<file path="config.mk">
export PLATFORM = sky130hd
export DESIGN_NAME = pwc_ctrl
export DESIGN_NICKNAME = d
export VERILOG_FILES = /design/src/hdl/pwc_pkg.sv /design/src/hdl/pwc_ctrl.sv /design/src/hdl/pwc_wake_qual.sv
export VERILOG_INCLUDE_DIRS = /design/src /design/src/hdl
export SDC_FILE = /design/constraint.sdc
export NUM_CORES = 1
export LEC_CHECK = 0
export ABC_AREA = 1
export BUFFER_PORTS_ARGS = -buffer_cell sky130_fd_sc_hd__buf_4
export CORE_MARGIN = 2
export CORE_UTILIZATION = 55
export CTS_BUF_LIST = sky130_fd_sc_hd__clkbuf_4 sky130_fd_sc_hd__clkbuf_8 sky130_fd_sc_hd__clkbuf_16
export CTS_CLUSTER_SIZE = 28
export DETAILED_ROUTE_END_ITERATION = 16
export PLACE_DENSITY = 0.95
export SLEW_MARGIN = 20
export SYNTH_ARGS = -nofsm -noshare
export SYNTH_HDL_FRONTEND = slang
export SYNTH_SLANG_ARGS = --single-unit
</file>
<file path="constraint.sdc">
create_clock -name pclk -period 5.3 [get_ports pclk]
set_input_delay 0.53 -clock pclk [delete_from_list [all_inputs] [get_ports pclk]]
set_output_delay 0.53 -clock pclk [all_outputs]
set_load 0.02 [all_outputs]
</file>
<file path="src/hdl/pwc_params.svh">
// Register map, field positions, reset values and encodings of the power mode controller
`ifndef PWC_PARAMS_SVH
`define PWC_PARAMS_SVH
`define PWC_OFF_CTRL      8'h00
`define PWC_OFF_STAT      8'h04
`define PWC_OFF_IRQ_STAT  8'h08
`define PWC_OFF_IRQ_MASK  8'h0C
`define PWC_OFF_RELEASE   8'h10
`define PWC_CTRL_W        9
`define PWC_CTRL_RST      9'h070
`define PWC_CTRL_TGT_HI   2
`define PWC_CTRL_TGT_LO   0
`define PWC_CTRL_VLP      3
`define PWC_CTRL_NMI_EN   4
`define PWC_CTRL_RPIN_EN  5
`define PWC_CTRL_BO_EN    6
`define PWC_CTRL_PWM_KEEP 7
`define PWC_CTRL_UART_KEEP 8
`define PWC_TGT_STOP      3'h0
`define PWC_TGT_VSTOP     3'h1
`define PWC_TGT_LLSTOP    3'h2
`define PWC_TGT_LEAK3     3'h3
`define PWC_TGT_LEAK1     3'h4
`define PWC_TGT_LEAK0     3'h5
`define PWC_IRQ_W         3
`define PWC_IRQ_RESUME    0
`define PWC_IRQ_RESET     1
`define PWC_IRQ_BADTGT    2
`define PWC_IRQ_RST       3'h0
`define PWC_REL_IO        0
`define PWC_REL_FLAG      1
`define PWC_PWR_RST       16'hE33F
`endif

</file>
<file path="src/hdl/pwc_pkg.sv">
// Types shared by the power mode controller files
package pwc_pkg;
    typedef enum logic [9:0] {
        ST_RUN    = 10'h001,
        ST_VRUN   = 10'h002,
        ST_WAIT   = 10'h004,
        ST_VWAIT  = 10'h008,
        ST_STOP   = 10'h010,
        ST_VSTOP  = 10'h020,
        ST_LLSTOP = 10'h040,
        ST_LEAK3  = 10'h080,
        ST_LEAK1  = 10'h100,
        ST_LEAK0  = 10'h200
    } pwc_state_t;
    typedef enum logic [1:0] {
        WK_NONE   = 2'h0,
        WK_RESUME = 2'h1,
        WK_RESET  = 2'h2
    } pwc_wake_t;
    typedef struct packed {
        logic irq_pending;
        logic async_wake;
        logic leak_wake;
        logic nmi_pin;
        logic reset_pin;
    } pwc_wake_src_t;
    typedef struct packed {
        logic core_clk_en;
        logic fast_clk_en;
        logic periph_clk_en;
        logic flash_lowfreq;
        logic reg_lowpower;
        logic reg_off;
        logic vdet_en;
        logic intc_en;
        logic awuc_en;
        logic lwku_en;
        logic sram_upper_on;
        logic sram_lower_on;
        logic losc_en;
        logic brownout_en;
        logic pwm_clk_en;
        logic uart_clk_en;
    } pwc_pwr_t;
endpackage : pwc_pkg

</file>
<file path="src/hdl/pwc_ctrl.sv">
// Chip power mode controller: mode sequencing, power controls and APB registers
//
// Function
// - Run, wait and stop modes; each run variant has its own wait and stop.
// - Core wait-for-interrupt instruction starts every wait or stop entry.
// - Reset leaves normal run with regulator fully on.
// - Normal wait sleeps core, peripherals clocked, any interrupt returns to run.
// - Normal stop keeps state and voltage detect, stops clocks, async wake recovers.
// - Very low power wait is that run with core asleep, fast clock on.
// - Very low power stop static, fast clock off, async wake recovers, SRAM kept.
// - Low leakage stop keeps state; only wake unit and enabled NMI or reset pin wake.
// - Low leakage stop recovery resumes run without reset, unless an enabled reset pin wakes it, which resets.
// - Leak stop three keeps both SRAM halves; wake comes through reset.
// - Leak stops one and zero power SRAM off; reset recovery only.
// - Leak stop zero disables low power oscillator; brown-out detect optional.
// - Leak stop recovery resets but keeps the leakage wake flag raised.
// - Pin states are held stable in every wait and stop mode.
// - Leakage modes wake only from wake unit, NMI pin, reset pin, if enabled.
//
// Our own choices: register access over APB and the placing of the registers.
`timescale 1ns/1ps
`default_nettype none
`include "pwc_params.svh"
module pwc_ctrl (
    input  wire logic                   pclk,
    input  wire logic                   presetn,
    input  wire logic [7:0]             paddr,
    input  wire logic                   psel,
    input  wire logic                   penable,
    input  wire logic                   pwrite,
    input  wire logic [31:0]            pwdata,
    output logic [31:0]                 prdata,
    output logic                        pready,
    output logic                        pslverr,
    input  wire logic                   wfi_req,
    input  wire logic                   sleep_deep,
    input  wire pwc_pkg::pwc_wake_src_t wake_src,
    input  wire logic                   pwm_src_on,
    input  wire logic                   uart_src_on,
    output pwc_pkg::pwc_pwr_t           pwr,
    output logic [3:0]                  mode,
    output logic                        io_hold,
    output logic                        wake_reset_req,
    output logic                        leak_irq_flag,
    output logic                        irq
);
    import pwc_pkg::*;

    pwc_state_t                 state_reg;
    pwc_state_t                 state_next;
    pwc_wake_t                  wake;
    pwc_pwr_t                   pwr_reg;
    pwc_pwr_t                   pwr_next;
    logic [`PWC_CTRL_W-1:0]     ctrl_reg;
    logic [`PWC_IRQ_W-1:0]      irq_stat_reg;
    logic [`PWC_IRQ_W-1:0]      irq_mask_reg;
    logic [`PWC_IRQ_W-1:0]      irq_set;
    logic [31:0]                prdata_reg;
    logic [3:0]                 mode_reg;
    logic                       hold_latch_reg;
    logic                       io_hold_reg;
    logic                       flag_reg;
    logic                       wreset_reg;
    logic                       irq_reg;
    logic                       in_run;
    logic                       bad_tgt;
    logic                       setup;
    logic                       wr_acc;
    logic                       mapped;
    logic [2:0]                 tgt;

    // Stop state chosen for a deep sleep; illegal target codes give run
    function automatic pwc_state_t pick_stop(input logic [2:0] t, input logic vlp);
        pwc_state_t s;
        s = ST_RUN;
        unique case (t)
            `PWC_TGT_STOP:   s = vlp ? ST_VSTOP : ST_STOP;
            `PWC_TGT_VSTOP:  s = ST_VSTOP;
            `PWC_TGT_LLSTOP: s = ST_LLSTOP;
            `PWC_TGT_LEAK3:  s = ST_LEAK3;
            `PWC_TGT_LEAK1:  s = ST_LEAK1;
            `PWC_TGT_LEAK0:  s = ST_LEAK0;
            default:         s = ST_RUN;
        endcase
        return s;
    endfunction : pick_stop

    // Numeric mode code for software and the outside world
    function automatic logic [3:0] mode_of(input pwc_state_t s);
        logic [3:0] m;
        m = 4'h0;
        unique case (s)
            ST_RUN:    m = 4'h0;
            ST_VRUN:   m = 4'h1;
            ST_WAIT:   m = 4'h2;
            ST_VWAIT:  m = 4'h3;
            ST_STOP:   m = 4'h4;
            ST_VSTOP:  m = 4'h5;
            ST_LLSTOP: m = 4'h6;
            ST_LEAK3:  m = 4'h7;
            ST_LEAK1:  m = 4'h8;
            ST_LEAK0:  m = 4'h9;
        endcase
        return m;
    endfunction : mode_of

    // Wake source qualification lives in its own small block
    pwc_wake_qual u_wake (
        .state   (state_reg),
        .src     (wake_src),
        .nmi_en  (ctrl_reg[`PWC_CTRL_NMI_EN]),
        .rpin_en (ctrl_reg[`PWC_CTRL_RPIN_EN]),
        .wake    (wake)
    );

    assign in_run  = (state_reg == ST_RUN) || (state_reg == ST_VRUN);
    assign tgt     = ctrl_reg[`PWC_CTRL_TGT_HI:`PWC_CTRL_TGT_LO];
    assign bad_tgt = in_run && wfi_req && sleep_deep && (pick_stop(tgt, 1'b0) == ST_RUN);

    // Next mode: sleep entry, wake exit and run-variant switching
    always_comb
    begin
        state_next = state_reg;
        if (in_run && wfi_req)
        begin
            if (!sleep_deep)
                state_next = (state_reg == ST_VRUN) ? ST_VWAIT : ST_WAIT;
            else if (!bad_tgt)
                state_next = pick_stop(tgt, state_reg == ST_VRUN);
        end
        else if (in_run)
        begin
            // Variant changes only between sleeps, never mid-entry
            state_next = ctrl_reg[`PWC_CTRL_VLP] ? ST_VRUN : ST_RUN;
        end
        else if (wake == WK_RESET)
            state_next = ST_RUN;
        else if (wake == WK_RESUME)
            state_next = (state_reg == ST_VWAIT || state_reg == ST_VSTOP) ? ST_VRUN : ST_RUN;
    end

    // Mode state register
    always_ff @(posedge pclk or negedge presetn)
    begin
        if (!presetn)
            state_reg <= ST_RUN;
        else
            state_reg <= state_next;
    end

    // Power and clock controls for the mode being entered
    always_comb
    begin
        pwr_next = pwc_pwr_t'(`PWC_PWR_RST);
        unique case (state_next)
            ST_RUN:
                pwr_next = pwc_pwr_t'(`PWC_PWR_RST);
            ST_VRUN, ST_VWAIT:
            begin
                pwr_next.reg_lowpower  = 1'b1;
                pwr_next.flash_lowfreq = 1'b1;
                pwr_next.vdet_en       = 1'b0;
                pwr_next.core_clk_en   = (state_next == ST_VRUN);
            end
            ST_WAIT:
                pwr_next.core_clk_en = 1'b0;
            ST_STOP, ST_VSTOP:
            begin
                pwr_next.core_clk_en   = 1'b0;
                pwr_next.fast_clk_en   = 1'b0;
                pwr_next.periph_clk_en = 1'b0;
                pwr_next.intc_en       = 1'b0;
                pwr_next.awuc_en       = 1'b1;
                pwr_next.pwm_clk_en    = 1'b0;
                pwr_next.uart_clk_en   = 1'b0;
                if (state_next == ST_VSTOP)
                begin
                    pwr_next.reg_lowpower = 1'b1;
                    pwr_next.vdet_en      = 1'b0;
                    pwr_next.pwm_clk_en   = ctrl_reg[`PWC_CTRL_PWM_KEEP] & pwm_src_on;
                    pwr_next.uart_clk_en  = ctrl_reg[`PWC_CTRL_UART_KEEP] & uart_src_on;
                end
            end
            ST_LLSTOP, ST_LEAK3, ST_LEAK1, ST_LEAK0:
            begin
                pwr_next.core_clk_en   = 1'b0;
                pwr_next.fast_clk_en   = 1'b0;
                pwr_next.periph_clk_en = 1'b0;
                pwr_next.intc_en       = 1'b0;
                pwr_next.lwku_en       = 1'b1;
                pwr_next.reg_lowpower  = 1'b1;
                pwr_next.vdet_en       = 1'b0;
                pwr_next.pwm_clk_en    = 1'b0;
                pwr_next.uart_clk_en   = 1'b0;
                if (state_next == ST_LEAK1 || state_next == ST_LEAK0)
                begin
                    pwr_next.reg_lowpower  = 1'b0;
                    pwr_next.reg_off       = 1'b1;
                    pwr_next.sram_upper_on = 1'b0;
                    pwr_next.sram_lower_on = 1'b0;
                end
                if (state_next == ST_LEAK0)
                begin
                    pwr_next.losc_en     = 1'b0;
                    pwr_next.brownout_en = ctrl_reg[`PWC_CTRL_BO_EN];
                end
            end
        endcase
    end

    // Controls leave flip-flops so no glitch reaches the analog parts
    always_ff @(posedge pclk or negedge presetn)
    begin
        if (!presetn)
            pwr_reg <= pwc_pwr_t'(`PWC_PWR_RST);
        else
            pwr_reg <= pwr_next;
    end

    // Mode code output
    always_ff @(posedge pclk or negedge presetn)
    begin
        if (!presetn)
            mode_reg <= 4'h0;
        else
            mode_reg <= mode_of(state_next);
    end

    // After a leak stop reset the pins stay held until software releases them
    always_ff @(posedge pclk or negedge presetn)
    begin
        if (!presetn)
            hold_latch_reg <= 1'b0;
        else if (wake == WK_RESET)
            hold_latch_reg <= 1'b1;
        else if (wr_acc && paddr == `PWC_OFF_RELEASE && pwdata[`PWC_REL_IO])
            hold_latch_reg <= 1'b0;
    end

    // Pins held in every mode other than run, and while the latch stands
    always_ff @(posedge pclk or negedge presetn)
    begin
        if (!presetn)
            io_hold_reg <= 1'b0;
        else
            io_hold_reg <= (state_next != ST_RUN && state_next != ST_VRUN)
                           || hold_latch_reg || (wake == WK_RESET);
    end

    // Leak wake flag toward the interrupt controller; a new wake beats a clear
    always_ff @(posedge pclk or negedge presetn)
    begin
        if (!presetn)
            flag_reg <= 1'b0;
        else if (wake != WK_NONE && state_reg != ST_WAIT && state_reg != ST_VWAIT
                 && state_reg != ST_STOP && state_reg != ST_VSTOP)
            flag_reg <= 1'b1;
        else if (wr_acc && paddr == `PWC_OFF_RELEASE && pwdata[`PWC_REL_FLAG])
            flag_reg <= 1'b0;
    end

    // One-cycle request for the chip reset flow
    always_ff @(posedge pclk or negedge presetn)
    begin
        if (!presetn)
            wreset_reg <= 1'b0;
        else
            wreset_reg <= (wake == WK_RESET);
    end

    // APB decode: zero wait states, error on unmapped offsets
    assign setup  = psel && !penable;
    assign wr_acc = psel && penable && pwrite;
    assign mapped = (paddr == `PWC_OFF_CTRL) || (paddr == `PWC_OFF_STAT)
                    || (paddr == `PWC_OFF_IRQ_STAT) || (paddr == `PWC_OFF_IRQ_MASK)
                    || (paddr == `PWC_OFF_RELEASE);
    assign pready  = 1'b1;
    assign pslverr = psel && penable && !mapped;

    // Control register
    always_ff @(posedge pclk or negedge presetn)
    begin
        if (!presetn)
            ctrl_reg <= `PWC_CTRL_RST;
        else if (wr_acc && paddr == `PWC_OFF_CTRL)
            ctrl_reg <= pwdata[`PWC_CTRL_W-1:0];
    end

    // Interrupt mask register
    always_ff @(posedge pclk or negedge presetn)
    begin
        if (!presetn)
            irq_mask_reg <= `PWC_IRQ_RST;
        else if (wr_acc && paddr == `PWC_OFF_IRQ_MASK)
            irq_mask_reg <= pwdata[`PWC_IRQ_W-1:0];
    end

    // Events: resume wake, reset wake, refused deep sleep target
    always_comb
    begin
        irq_set                  = '0;
        irq_set[`PWC_IRQ_RESUME] = (wake == WK_RESUME);
        irq_set[`PWC_IRQ_RESET]  = (wake == WK_RESET);
        irq_set[`PWC_IRQ_BADTGT] = bad_tgt;
    end

    // Sticky status, write one to clear; a set in the same cycle wins
    always_ff @(posedge pclk or negedge presetn)
    begin
        if (!presetn)
            irq_stat_reg <= `PWC_IRQ_RST;
        else if (wr_acc && paddr == `PWC_OFF_IRQ_STAT)
            irq_stat_reg <= (irq_stat_reg & ~pwdata[`PWC_IRQ_W-1:0]) | irq_set;
        else
            irq_stat_reg <= irq_stat_reg | irq_set;
    end

    // Level interrupt output
    always_ff @(posedge pclk or negedge presetn)
    begin
        if (!presetn)
            irq_reg <= 1'b0;
        else
            irq_reg <= |((irq_stat_reg | irq_set) & irq_mask_reg);
    end

    // Read data captured in the setup cycle, valid through the access cycle
    always_ff @(posedge pclk or negedge presetn)
    begin
        if (!presetn)
            prdata_reg <= 32'h0000_0000;
        else if (setup && !pwrite)
        begin
            unique case (paddr)
                `PWC_OFF_CTRL:     prdata_reg <= {23'h000000, ctrl_reg};
                `PWC_OFF_STAT:     prdata_reg <= {25'h0000000, flag_reg, io_hold_reg,
                                                  pwr_reg.core_clk_en, mode_reg};
                `PWC_OFF_IRQ_STAT: prdata_reg <= {29'h00000000, irq_stat_reg};
                `PWC_OFF_IRQ_MASK: prdata_reg <= {29'h00000000, irq_mask_reg};
                default:           prdata_reg <= 32'h0000_0000;
            endcase
        end
    end

    // Output drive; the flag must stay unmasked by software to exit cleanly
    assign prdata         = prdata_reg;
    assign pwr            = pwr_reg;
    assign mode           = mode_reg;
    assign io_hold        = io_hold_reg;
    assign wake_reset_req = wreset_reg;
    assign leak_irq_flag  = flag_reg;
    assign irq            = irq_reg;
endmodule : pwc_ctrl
`default_nettype wire

</file>
<file path="src/hdl/pwc_wake_qual.sv">
// Wake source qualification for each power state
`timescale 1ns/1ps
`default_nettype none
module pwc_wake_qual (
    input  wire pwc_pkg::pwc_state_t    state,
    input  wire pwc_pkg::pwc_wake_src_t src,
    input  wire logic                   nmi_en,
    input  wire logic                   rpin_en,
    output pwc_pkg::pwc_wake_t          wake
);
    import pwc_pkg::*;

    logic leak_src;
    logic pin_rst;

    // Disabled pins are simply not wake sources in leakage modes
    assign leak_src = src.leak_wake | (src.nmi_pin & nmi_en);
    assign pin_rst  = src.reset_pin & rpin_en;

    // Per-state wake decision
    always_comb
    begin
        wake = WK_NONE;
        unique case (state)
            ST_RUN, ST_VRUN:
                wake = WK_NONE;
            ST_WAIT, ST_VWAIT:
            begin
                if (src.irq_pending)
                    wake = WK_RESUME;
            end
            ST_STOP, ST_VSTOP:
            begin
                if (src.async_wake)
                    wake = WK_RESUME;
            end
            ST_LLSTOP:
            begin
                if (pin_rst)
                    wake = WK_RESET;
                else if (leak_src)
                    wake = WK_RESUME;
            end
            ST_LEAK3, ST_LEAK1, ST_LEAK0:
            begin
                if (leak_src | pin_rst)
                    wake = WK_RESET;
            end
        endcase
    end
endmodule : pwc_wake_qual
`default_nettype wire

</file>
## Word-level counts from Yosys, hierarchy flattened

Cells that the tools add are included.

| storage, ports and cells | value |
|---|---|
| bits in registers | 82 |
| input port bits | 54 |
| output and inout port bits | 58 |
| word-level logic and storage cells | 164 |

| cells by class | value |
|---|---|
| eq/ne operators | 38 |
| multiplexer cells | 41 |
| bitwise gates (word level) | 11 |
| reduce and logical (&&, ||, !) cells | 47 |

Operators with widths:

| kind | count |
|---|---|
| $pmux W10 S6 | 2 |
| $mux W10 | 6 |
| $pmux W4 S10 | 1 |
| $pmux W9 S4 | 1 |
| $eq A10 B1 Y1 const B | 3 |
| $eq A10 B10 Y1 const B | 2 |
| $eq A10 B2 Y1 const B | 2 |
| $eq A10 B3 Y1 const B | 2 |
| $eq A10 B4 Y1 const B | 2 |
| $eq A10 B5 Y1 const B | 2 |
| $eq A10 B6 Y1 const B | 2 |
| $eq A10 B7 Y1 const B | 2 |
| $eq A10 B8 Y1 const B | 2 |
| $eq A10 B9 Y1 const B | 2 |
| $logic_and A1 B1 Y1 | 19 |
| $mux W2 | 9 |
| $eq A8 B4 Y1 const B | 2 |
| $mux W1 | 13 |
| $reduce_or A6 Y1 | 2 |
| $ne A10 B1 Y1 const B | 1 |
| $ne A10 B2 Y1 const B | 1 |
| $ne A10 B3 Y1 const B | 1 |
| $ne A10 B4 Y1 const B | 1 |
| $ne A10 B5 Y1 const B | 1 |
| 30 further kinds | 56 |

## Logic depth before layout (Yosys ltp)

Gate-level depths: netlist of the first run.

| depth | value |
|---|---|
| depth in word-level cells | 14 |
| depth in mapped cells | 18 |

## Hierarchy

From an unflattened synthesis of the first run, not the netlist that was laid out.

| second synthesis, totals | value |
|---|---|
| cells, all modules | 415 |
| area, all modules | 3338.2 µm² |

By module, submodules not included:

| module | instances | cells an instance | area each (µm²) | seq. area each (µm²) |
|---|---|---|---|---|
| pwc_ctrl | 1 | 375 | 3158.0 | 1416.4 |
| pwc_wake_qual | 1 | 40 | 180.2 | 0.0 |

## Least setup slack after synthesis of the first run

No wires, ideal clock.

| path | value |
|---|---|
| path kind | input to output |
| start | input port paddr[7] |
| end | output port pslverr |
| arrival | 1.648 ns |
| data required time | 4.770 ns |
| setup slack | 3.122 ns |
| stages on the path | 10 |
| path buffers | 0 |
| path through | nor2_1 > inv_1 > nor2_1 > inv_1 > nor2_1 > inv_1 > nor4_1 > nor2_1 > nand3_1 > nor3_1 |

| on the way | value |
|---|---|
| longest elaborated chain between the ends | 7 |

RTL lines:

| item | line | RTL |
|---|---|---|
| start: declaration | pwc_ctrl.sv:27 | `input wire logic [7:0] paddr,` |
| $eq A8 B3 Y1 / $logic_not A8 Y1 (equally long branches) | - |  |
| $logic_or A1 B1 Y1 (3 in a row) | pwc_ctrl.sv:274 | `` assign mapped = (paddr == `PWC_OFF_CTRL) \|\| (paddr == `PWC_OFF_STAT) `` |
| $logic_or A1 B1 Y1 * | pwc_ctrl.sv:274 |  |
| $logic_not A1 Y1 * | pwc_ctrl.sv:278 | `assign pslverr = psel && penable && !mapped;` |
| $logic_and A1 B1 Y1 * | pwc_ctrl.sv:278 |  |
| end: declaration | pwc_ctrl.sv:34 | `output logic pslverr,` |

Every way passes the cells marked *; elsewhere a longest branch is shown, timed or not.

## Worst setup path after layout of the first run

Ends and elaborated chain as after synthesis.

==> flow_summary.ini, run 1 <==
[timing]
setup_slack_ns = 2.65
fin_setup_tns_ns = 0
setup_viol = 0
maxSlewHeadroom_pct = 52.4
final_hold_viol_count = 0
finalMaxSlewViolations = 0
period_share_pct = 50.0
rsz0062_at_grt = no
layout_min_cycle_time_ns = 2.65
fmax_ghz = 0.377
worst_pin_slew_ns = 0.714
skew_ns = 0.00393

[yosys]
synth_area_sq_um = 3400
synth_flop_cell = dfrtp_1
ys_ff_latch = 56
yosysSeqAreaShare_pct = 41.7
ys_async_sr_fraction_pct = 100
synth.distinct_cells = 40
synth_edf_count = 0
synth_area_per_cell_sq_um = 7.94
yosysWarnings = 0
synth_cells = 428

[cts]
cts_num_sinks = 56
clk_path_buf_depth = 2
clkTransAtPathRegs_ns = 0.10
cts_tree = yes
clock_latency_ns = 0.31
post_cts_resize_count = 0
cts_made_buffers = 5
clockRootBuffer = clkbuf_8
hold_buffers = 0
postCtsSetupBuffers = 0
h-tree-depth = 2

[floorplan]
die_w_um = 82.6
rows = 28
coreArea_sq_um = 5960
start_util_pct = 57.1
io_pins = 112
die_y_um = 82.6
fp.dieArea_sq_um = 6820

[setup_path]
cp_max_fo = 5
critPathKind = in2out
timing.reg2reg.setup_slack_ns = 2.76
cp_common_cell = nor2_1
crit_required_ns = 4.77
critPathCapture = pslverr
slowest_delay_ns = 0.54
cp-start-kind = input pin
reg2reg_to = pwr[1]
r2r_start = state_reg[8]
crit_slowest_cell = nor4_1
r2r_cells = 15
cp_cell_sequence = buf_4 > nor2_1 > inv_1 > nor2_1 > inv_1 > nor2_1 > inv_1 > nor4_1 > nor2_1 > nand3_1 > nor3_1 > buf_4
cp-end-kind = output pin
arrival_ns = 2.12
setup.worst_path.start = paddr[7]

[min_path]
hold_path.class = in2async

[cells_and_area]
largest_reg_flops = 13
final_util_pct = 66.4
drive_gt1_share_pct = 29.3
area_growth_syn_to_layout_pct = 16.3
num_antenna_cells = 0
finalNetCount = 545

[job]
drv_cap = 0

[global_route]
grt_antenna_before_repair = 0
grt_pass1_vias = 2967
grt_usage_pct = 26.7
grt.overflow.total = 0
grt_first_pass_wirelength_mm = 13.7
grt_max_degree = 57

[run_status]
status = finished clean

[power]
p_per_area_nw_per_um2 = 198
ir_drop_mv = 0.119
p_leak_nw = 2.07

[placed_design]
post-place-ws_ns = 2.67
gp_congestion = 0.933
portBuffers = 64
hpwl_mm = 6.76

[route]
ant_nets = 0
top_layer = met4
wl_per_cell_um = 15.6
drt_iter0_drc = 316
wl_met1_mm = 3.39
route.detailed.drc = 0
totalWireLength_mm = 8.82
vias = 3118
met2RoutedLength_mm = 4.55
wl_met3_um = 582
drt_pass1_iterations = 5
viasPerCell = 5.50
==> synthesized netlist by cell type, types with 2 or more instances <==
library cell,n,area [sq um]
o21ai_2,3,26.3
nor2_2,8,50.1
inv_2,11,41.3
nor3_2,2,20.0
buf_4,28,210
a221oi_1,3,26.3
nor4_1,4,25.0
nand3_1,38,190
o21ai_0,17,85.1
o31ai_1,2,15.0
nand4_1,7,43.8
nor2_4,5,56.3
o21ai_4,2,32.5
a21oi_1,10,50.1
nand2_1,79,297
nor2_8,2,40.0
o22ai_1,7,43.8
nor2_1,50,188
nand3_2,4,40.0
dfrtp_1,44,1100
inv_1,49,184
nor3_1,7,35.0
nand2_4,2,22.5
dfstp_2,12,315
mux2_2,4,45.0
clkbuf_1,2,7.51
conb_1,2,7.51
nand2_2,12,75.1
==> critical path: cells and delay by family <==
family        cells  cell delay (ns)
simple gates      7             1.12
buf+inv           5             0.47
==> placed cells by master (no fill, tap or decap), types with 3 or more instances in the layout <==
cell      instances
inv_1            49
nor2_1           50
nor2_2            8
dfstp_2          12
nand2_1          79
clkbuf_8          5
o21ai_2           3
nor3_1            7
inv_2            11
nand3_1          38
a21oi_1          10
nor4_1            4
nand2_2          12
a221oi_1          3
dfrtp_1          44
mux2_2            4
conb_1           24
buf_4            64
o22ai_1           7
nand4_1           7
o21ai_0          17
nor2_4            5
nand3_2           4
==> cell families after synthesis <==
logic type / share of synthesized area, %
AND/OR/NAND/NOR: 33.9
buffers and inverters: 13.3
flip-flops: 41.7
AO/OA/AOI/OAI: 9.57
multiplexers: 1.33
other: 0.221
==> power by group <==
part	switching (mW)	internal (mW)	leakage [nW]
Sequential	0.00205	0.430	0.678
Clock	0.141	0.148	0.0592
Combinational	0.0408	0.0194	1.34
==> worst min path at each step <==
stage                          from               to  slack, ns  cells after the start
after floorplan             presetn      ctrl_reg[0]       0.23                      0
after global routing        presetn  irq_mask_reg[0]       0.32                      1
final                       presetn              irq       0.25                      1
after CTS                   presetn              irq       0.28                      1
after detailed placement  prdata[0]        prdata[0]       0.48                      2
after global placement    prdata[0]        prdata[0]       0.47                      2
==> metrics by stage <==
stage                     hold WS [ns]  power, mW  std cells  area (sq um)
after floorplan                  0.234      0.480        450          3480
after global placement           0.471      0.498        559          3840
final                            0.252      0.782        567          3950
after CTS                        0.281      0.783        567          3950
after detailed placement         0.481      0.500        559          3840
after global routing             0.316      0.802        567          3950
==> per-layer routing <==
metal | vias up | global-route usage [%]
li1 | 1453 | -
met1 | 1475 | 32.4
met2 | 162 | 47.7
met3 | 28 | 3.15
met4 | 0 | 11.5
met5 | - | 0
==> area by class of cell <==
cell class                 count  area [sq um]
inverter                      62           235
clock inverter                 2          38.8
tap                           75          93.8
timing repair buffer          64           480
clock buffer                   6          76.3
sequential                    56          1420
multi-input combinational    302          1610
fill                         493          2000
Power figures use the tool's default switching activity.
==> run 2: changes to the inputs <==
--- a/config.mk
+++ b/config.mk
@@ -6,14 +6,14 @@
 export SDC_FILE = /design/constraint.sdc
 export NUM_CORES = 1
 export LEC_CHECK = 0
-export ABC_AREA = 1
+export ABC_AREA = 0
 export BUFFER_PORTS_ARGS = -buffer_cell sky130_fd_sc_hd__buf_4
 export CORE_MARGIN = 2
-export CORE_UTILIZATION = 55
+export CORE_UTILIZATION = 46
 export CTS_BUF_LIST = sky130_fd_sc_hd__clkbuf_4 sky130_fd_sc_hd__clkbuf_8 sky130_fd_sc_hd__clkbuf_16
 export CTS_CLUSTER_SIZE = 28
 export DETAILED_ROUTE_END_ITERATION = 16
-export PLACE_DENSITY = 0.95
+export PLACE_DENSITY = 0.89
 export SLEW_MARGIN = 20
 export SYNTH_ARGS = -nofsm -noshare
 export SYNTH_HDL_FRONTEND = slang
==> constraint.sdc (replaced) <==
create_clock -name pclk -period 2.1 [get_ports pclk]
set_input_delay 0.21 -clock pclk [delete_from_list [all_inputs] [get_ports pclk]]
set_output_delay 0.21 -clock pclk [all_outputs]
set_load 0.02 [all_outputs]
==> flow_summary.ini, run 2 <==
[floorplan]
die_w_um = 87.6
coreArea_sq_um = 6790
io_pins = 112
fp.dieArea_sq_um = 7680
die_y_um = 87.6
rows = 30
start_util_pct = 47.4

[min_path]
hp-start = pwdata[8]
hold_path.class = in2reg

[route]
drt_pass1_iterations = 4
wl_met1_mm = 4.23
vias = 3204
totalWireLength_mm = 10.5
route.detailed.drc = 0
viasPerCell = 5.40
ant_nets = 0
wl_per_cell_um = 17.7
wl_met3_um = 632
drt_iter0_drc = 237
met2RoutedLength_mm = 5.39
top_layer = met4

[cts]
clockRootBuffer = clkbuf_8
cts_num_sinks = 56
clkTransAtPathRegs_ns = 0.10
h-tree-depth = 2
clock_latency_ns = 0.31
cts_tree = yes
clk_path_buf_depth = 2
cts_made_buffers = 5

[yosys]
ys_async_sr_fraction_pct = 100
synth_area_per_cell_sq_um = 9.07
yosysSeqAreaShare_pct = 44.0
synth.distinct_cells = 58
synth_common_cells = dfrtp_1 (44), nand2_1 (41), o21ai_0 (32)
ys_ff_latch = 56
synth_xor_area_share_pct = 2.72
synth_compound_area_share_pct = 14.6
synthAdderAreaFrac_pct = 0
synth_area_leaders = dfrtp_1 (34%), dfstp_2 (9.8%), buf_4 (6.5%)
synth_mux_area_share_pct = 4.28
synth_flop_cell = dfrtp_1
synth_cells = 355
synth_edf_count = 0
post-synth-top-count-cell = dfrtp_1
synth_area_sq_um = 3220
synth-simple-area-share_pct = 23.2
yosysWarnings = 0
synth_top_family_by_area = simple AND/OR/NAND/NOR gates
synth_top_area_cell = dfrtp_1
netlist.area_leader.share_pct = 34.2

[cells_and_area]
num_antenna_cells = 0
seqCellArea_sq_um = 1420
final_common_cell = buf_4
finalNetCount = 550
layout_common_cells = buf_4 (141), dfrtp_1 (41), nand2_1 (40)
final_util_pct = 70.0
area_growth_syn_to_layout_pct = 47.7
drive_gt1_share_pct = 47.3
final_area_sq_um = 4750
largest_reg_flops = 13
fillers = 495
multi_input_area_sq_um = 1830
final_cells = 593

[run_status]
status = finished, violations left
failed_checks = negative setup slack

[power]
p_leak_nw = 2.43
p_total_mw = 1.88
ir_drop_mv = 0.302
p_per_area_nw_per_um2 = 396

[timing]
fmax_ghz = 0.370
fin_setup_tns_ns = -8.43
fin_hold_ws_ns = 0.122
finalMaxSlewViolations = 0
period_share_pct = 129
skew_ns = 0.0105
maxSlewHeadroom_pct = 52.2
layout_min_cycle_time_ns = 2.70
setup_slack_ns = -0.604
rsz0062_at_grt = yes
worst_pin_slew_ns = 0.717
setup_viol = 23
final_hold_viol_count = 0

[setup_path]
cp-start-kind = register
crit_buf_inv = 1
crit_family = simple AND/OR/NAND/NOR gates
cp_max_fo = 3
critPathKind = reg2reg
slowest_delay_ns = 0.50
r2r_start = state_reg[2]
cp_cell_sequence = nor4_4 > nand2_4 > or4_1 > a22oi_2 > and3_4 > inv_4 > or4b_4 > or2_1
arrival_ns = 2.95
setup.worst_path.start = state_reg[2]
crit_required_ns = 2.34
cp-end-kind = register
crit_slowest_cell = or4_1

[global_route]
grt_pass1_vias = 3133
grt_first_pass_wirelength_mm = 15.6
grt_antenna_before_repair = 0
grt.overflow.total = 0
grt_usage_pct = 26.6
grt_max_degree = 57

[placed_design]
placed_area_sq_um = 4190
gp_congestion = 0.903
dp.cells = 568
hpwl_mm = 7.63
portBuffers = 64
post-place-ws_ns = -0.697

[job]
drv_cap = 0
## run 2: cell count changes after synthesis, moves of 8 or more
cell	change
o21ai_0	+15
nor2_2	-8
nor2_1	-21
nand3_1	-27
nand2_1	-38
inv_1	-34
inv_2	-11
nand2_2	-12
## run 2: layer usage
metal  up-vias  GRT usage [%]
met5         -              0
met4         0           7.83
met3        27           5.56
met2       112           45.4
met1      1592           34.0
li1       1473              -
## run 2: cell type report
type / instances / share of cell area, %
clock inverter: 2 / 0.316
inverter: 16 / 1.37
multi-input combinational: 261 / 38.4
tap: 96 / 2.53
sequential: 56 / 29.9
clock buffer: 6 / 1.74
timing repair buffer: 156 / 25.8
## run 2: timing repair
| item | 4_1_cts | 5_1_grt |
|---|---|---|
| buffers inserted | 13 | 11 |
| endpoints found under the setup margin | 28 | 29 |
| pin swaps | 5 | 12 |
| resized for setup | 44 | 35 |
| hold buffers | 1 | 0 |
| endpoints found under the hold margin | 44 | 0 |
## run 2: logic make-up after synthesis
kind of cell,after synthesis
muxes,13
AOI/OAI and AO/OA,73
DFF,56
and+or+nand+nor,141
xor gates and xnor gates,10
buffers and inverters,60
other,2
## run 2: worst paths after layout
check,slack (ns),depth (start not counted),to
hold / removal,0.12,2,ctrl_reg[8]
min in group asynchronous,0.48,2,state_reg[1]
setup reg to reg,-0.60,8,pwr[2]
max in group asynchronous,1.11,2,state_reg[7]
setup / recovery,-0.60,8,pwr[2]
hold reg to reg,0.49,2,prdata[0]
## run 2: report_power, final
| group | switching (mW) | internal, mW | total, mW |
|---|---|---|---|
| clock network | 0.361 | 0.268 | 0.628 |
| registers | 0.00364 | 1.08 | 1.09 |
| logic | 0.106 | 0.0619 | 0.168 |
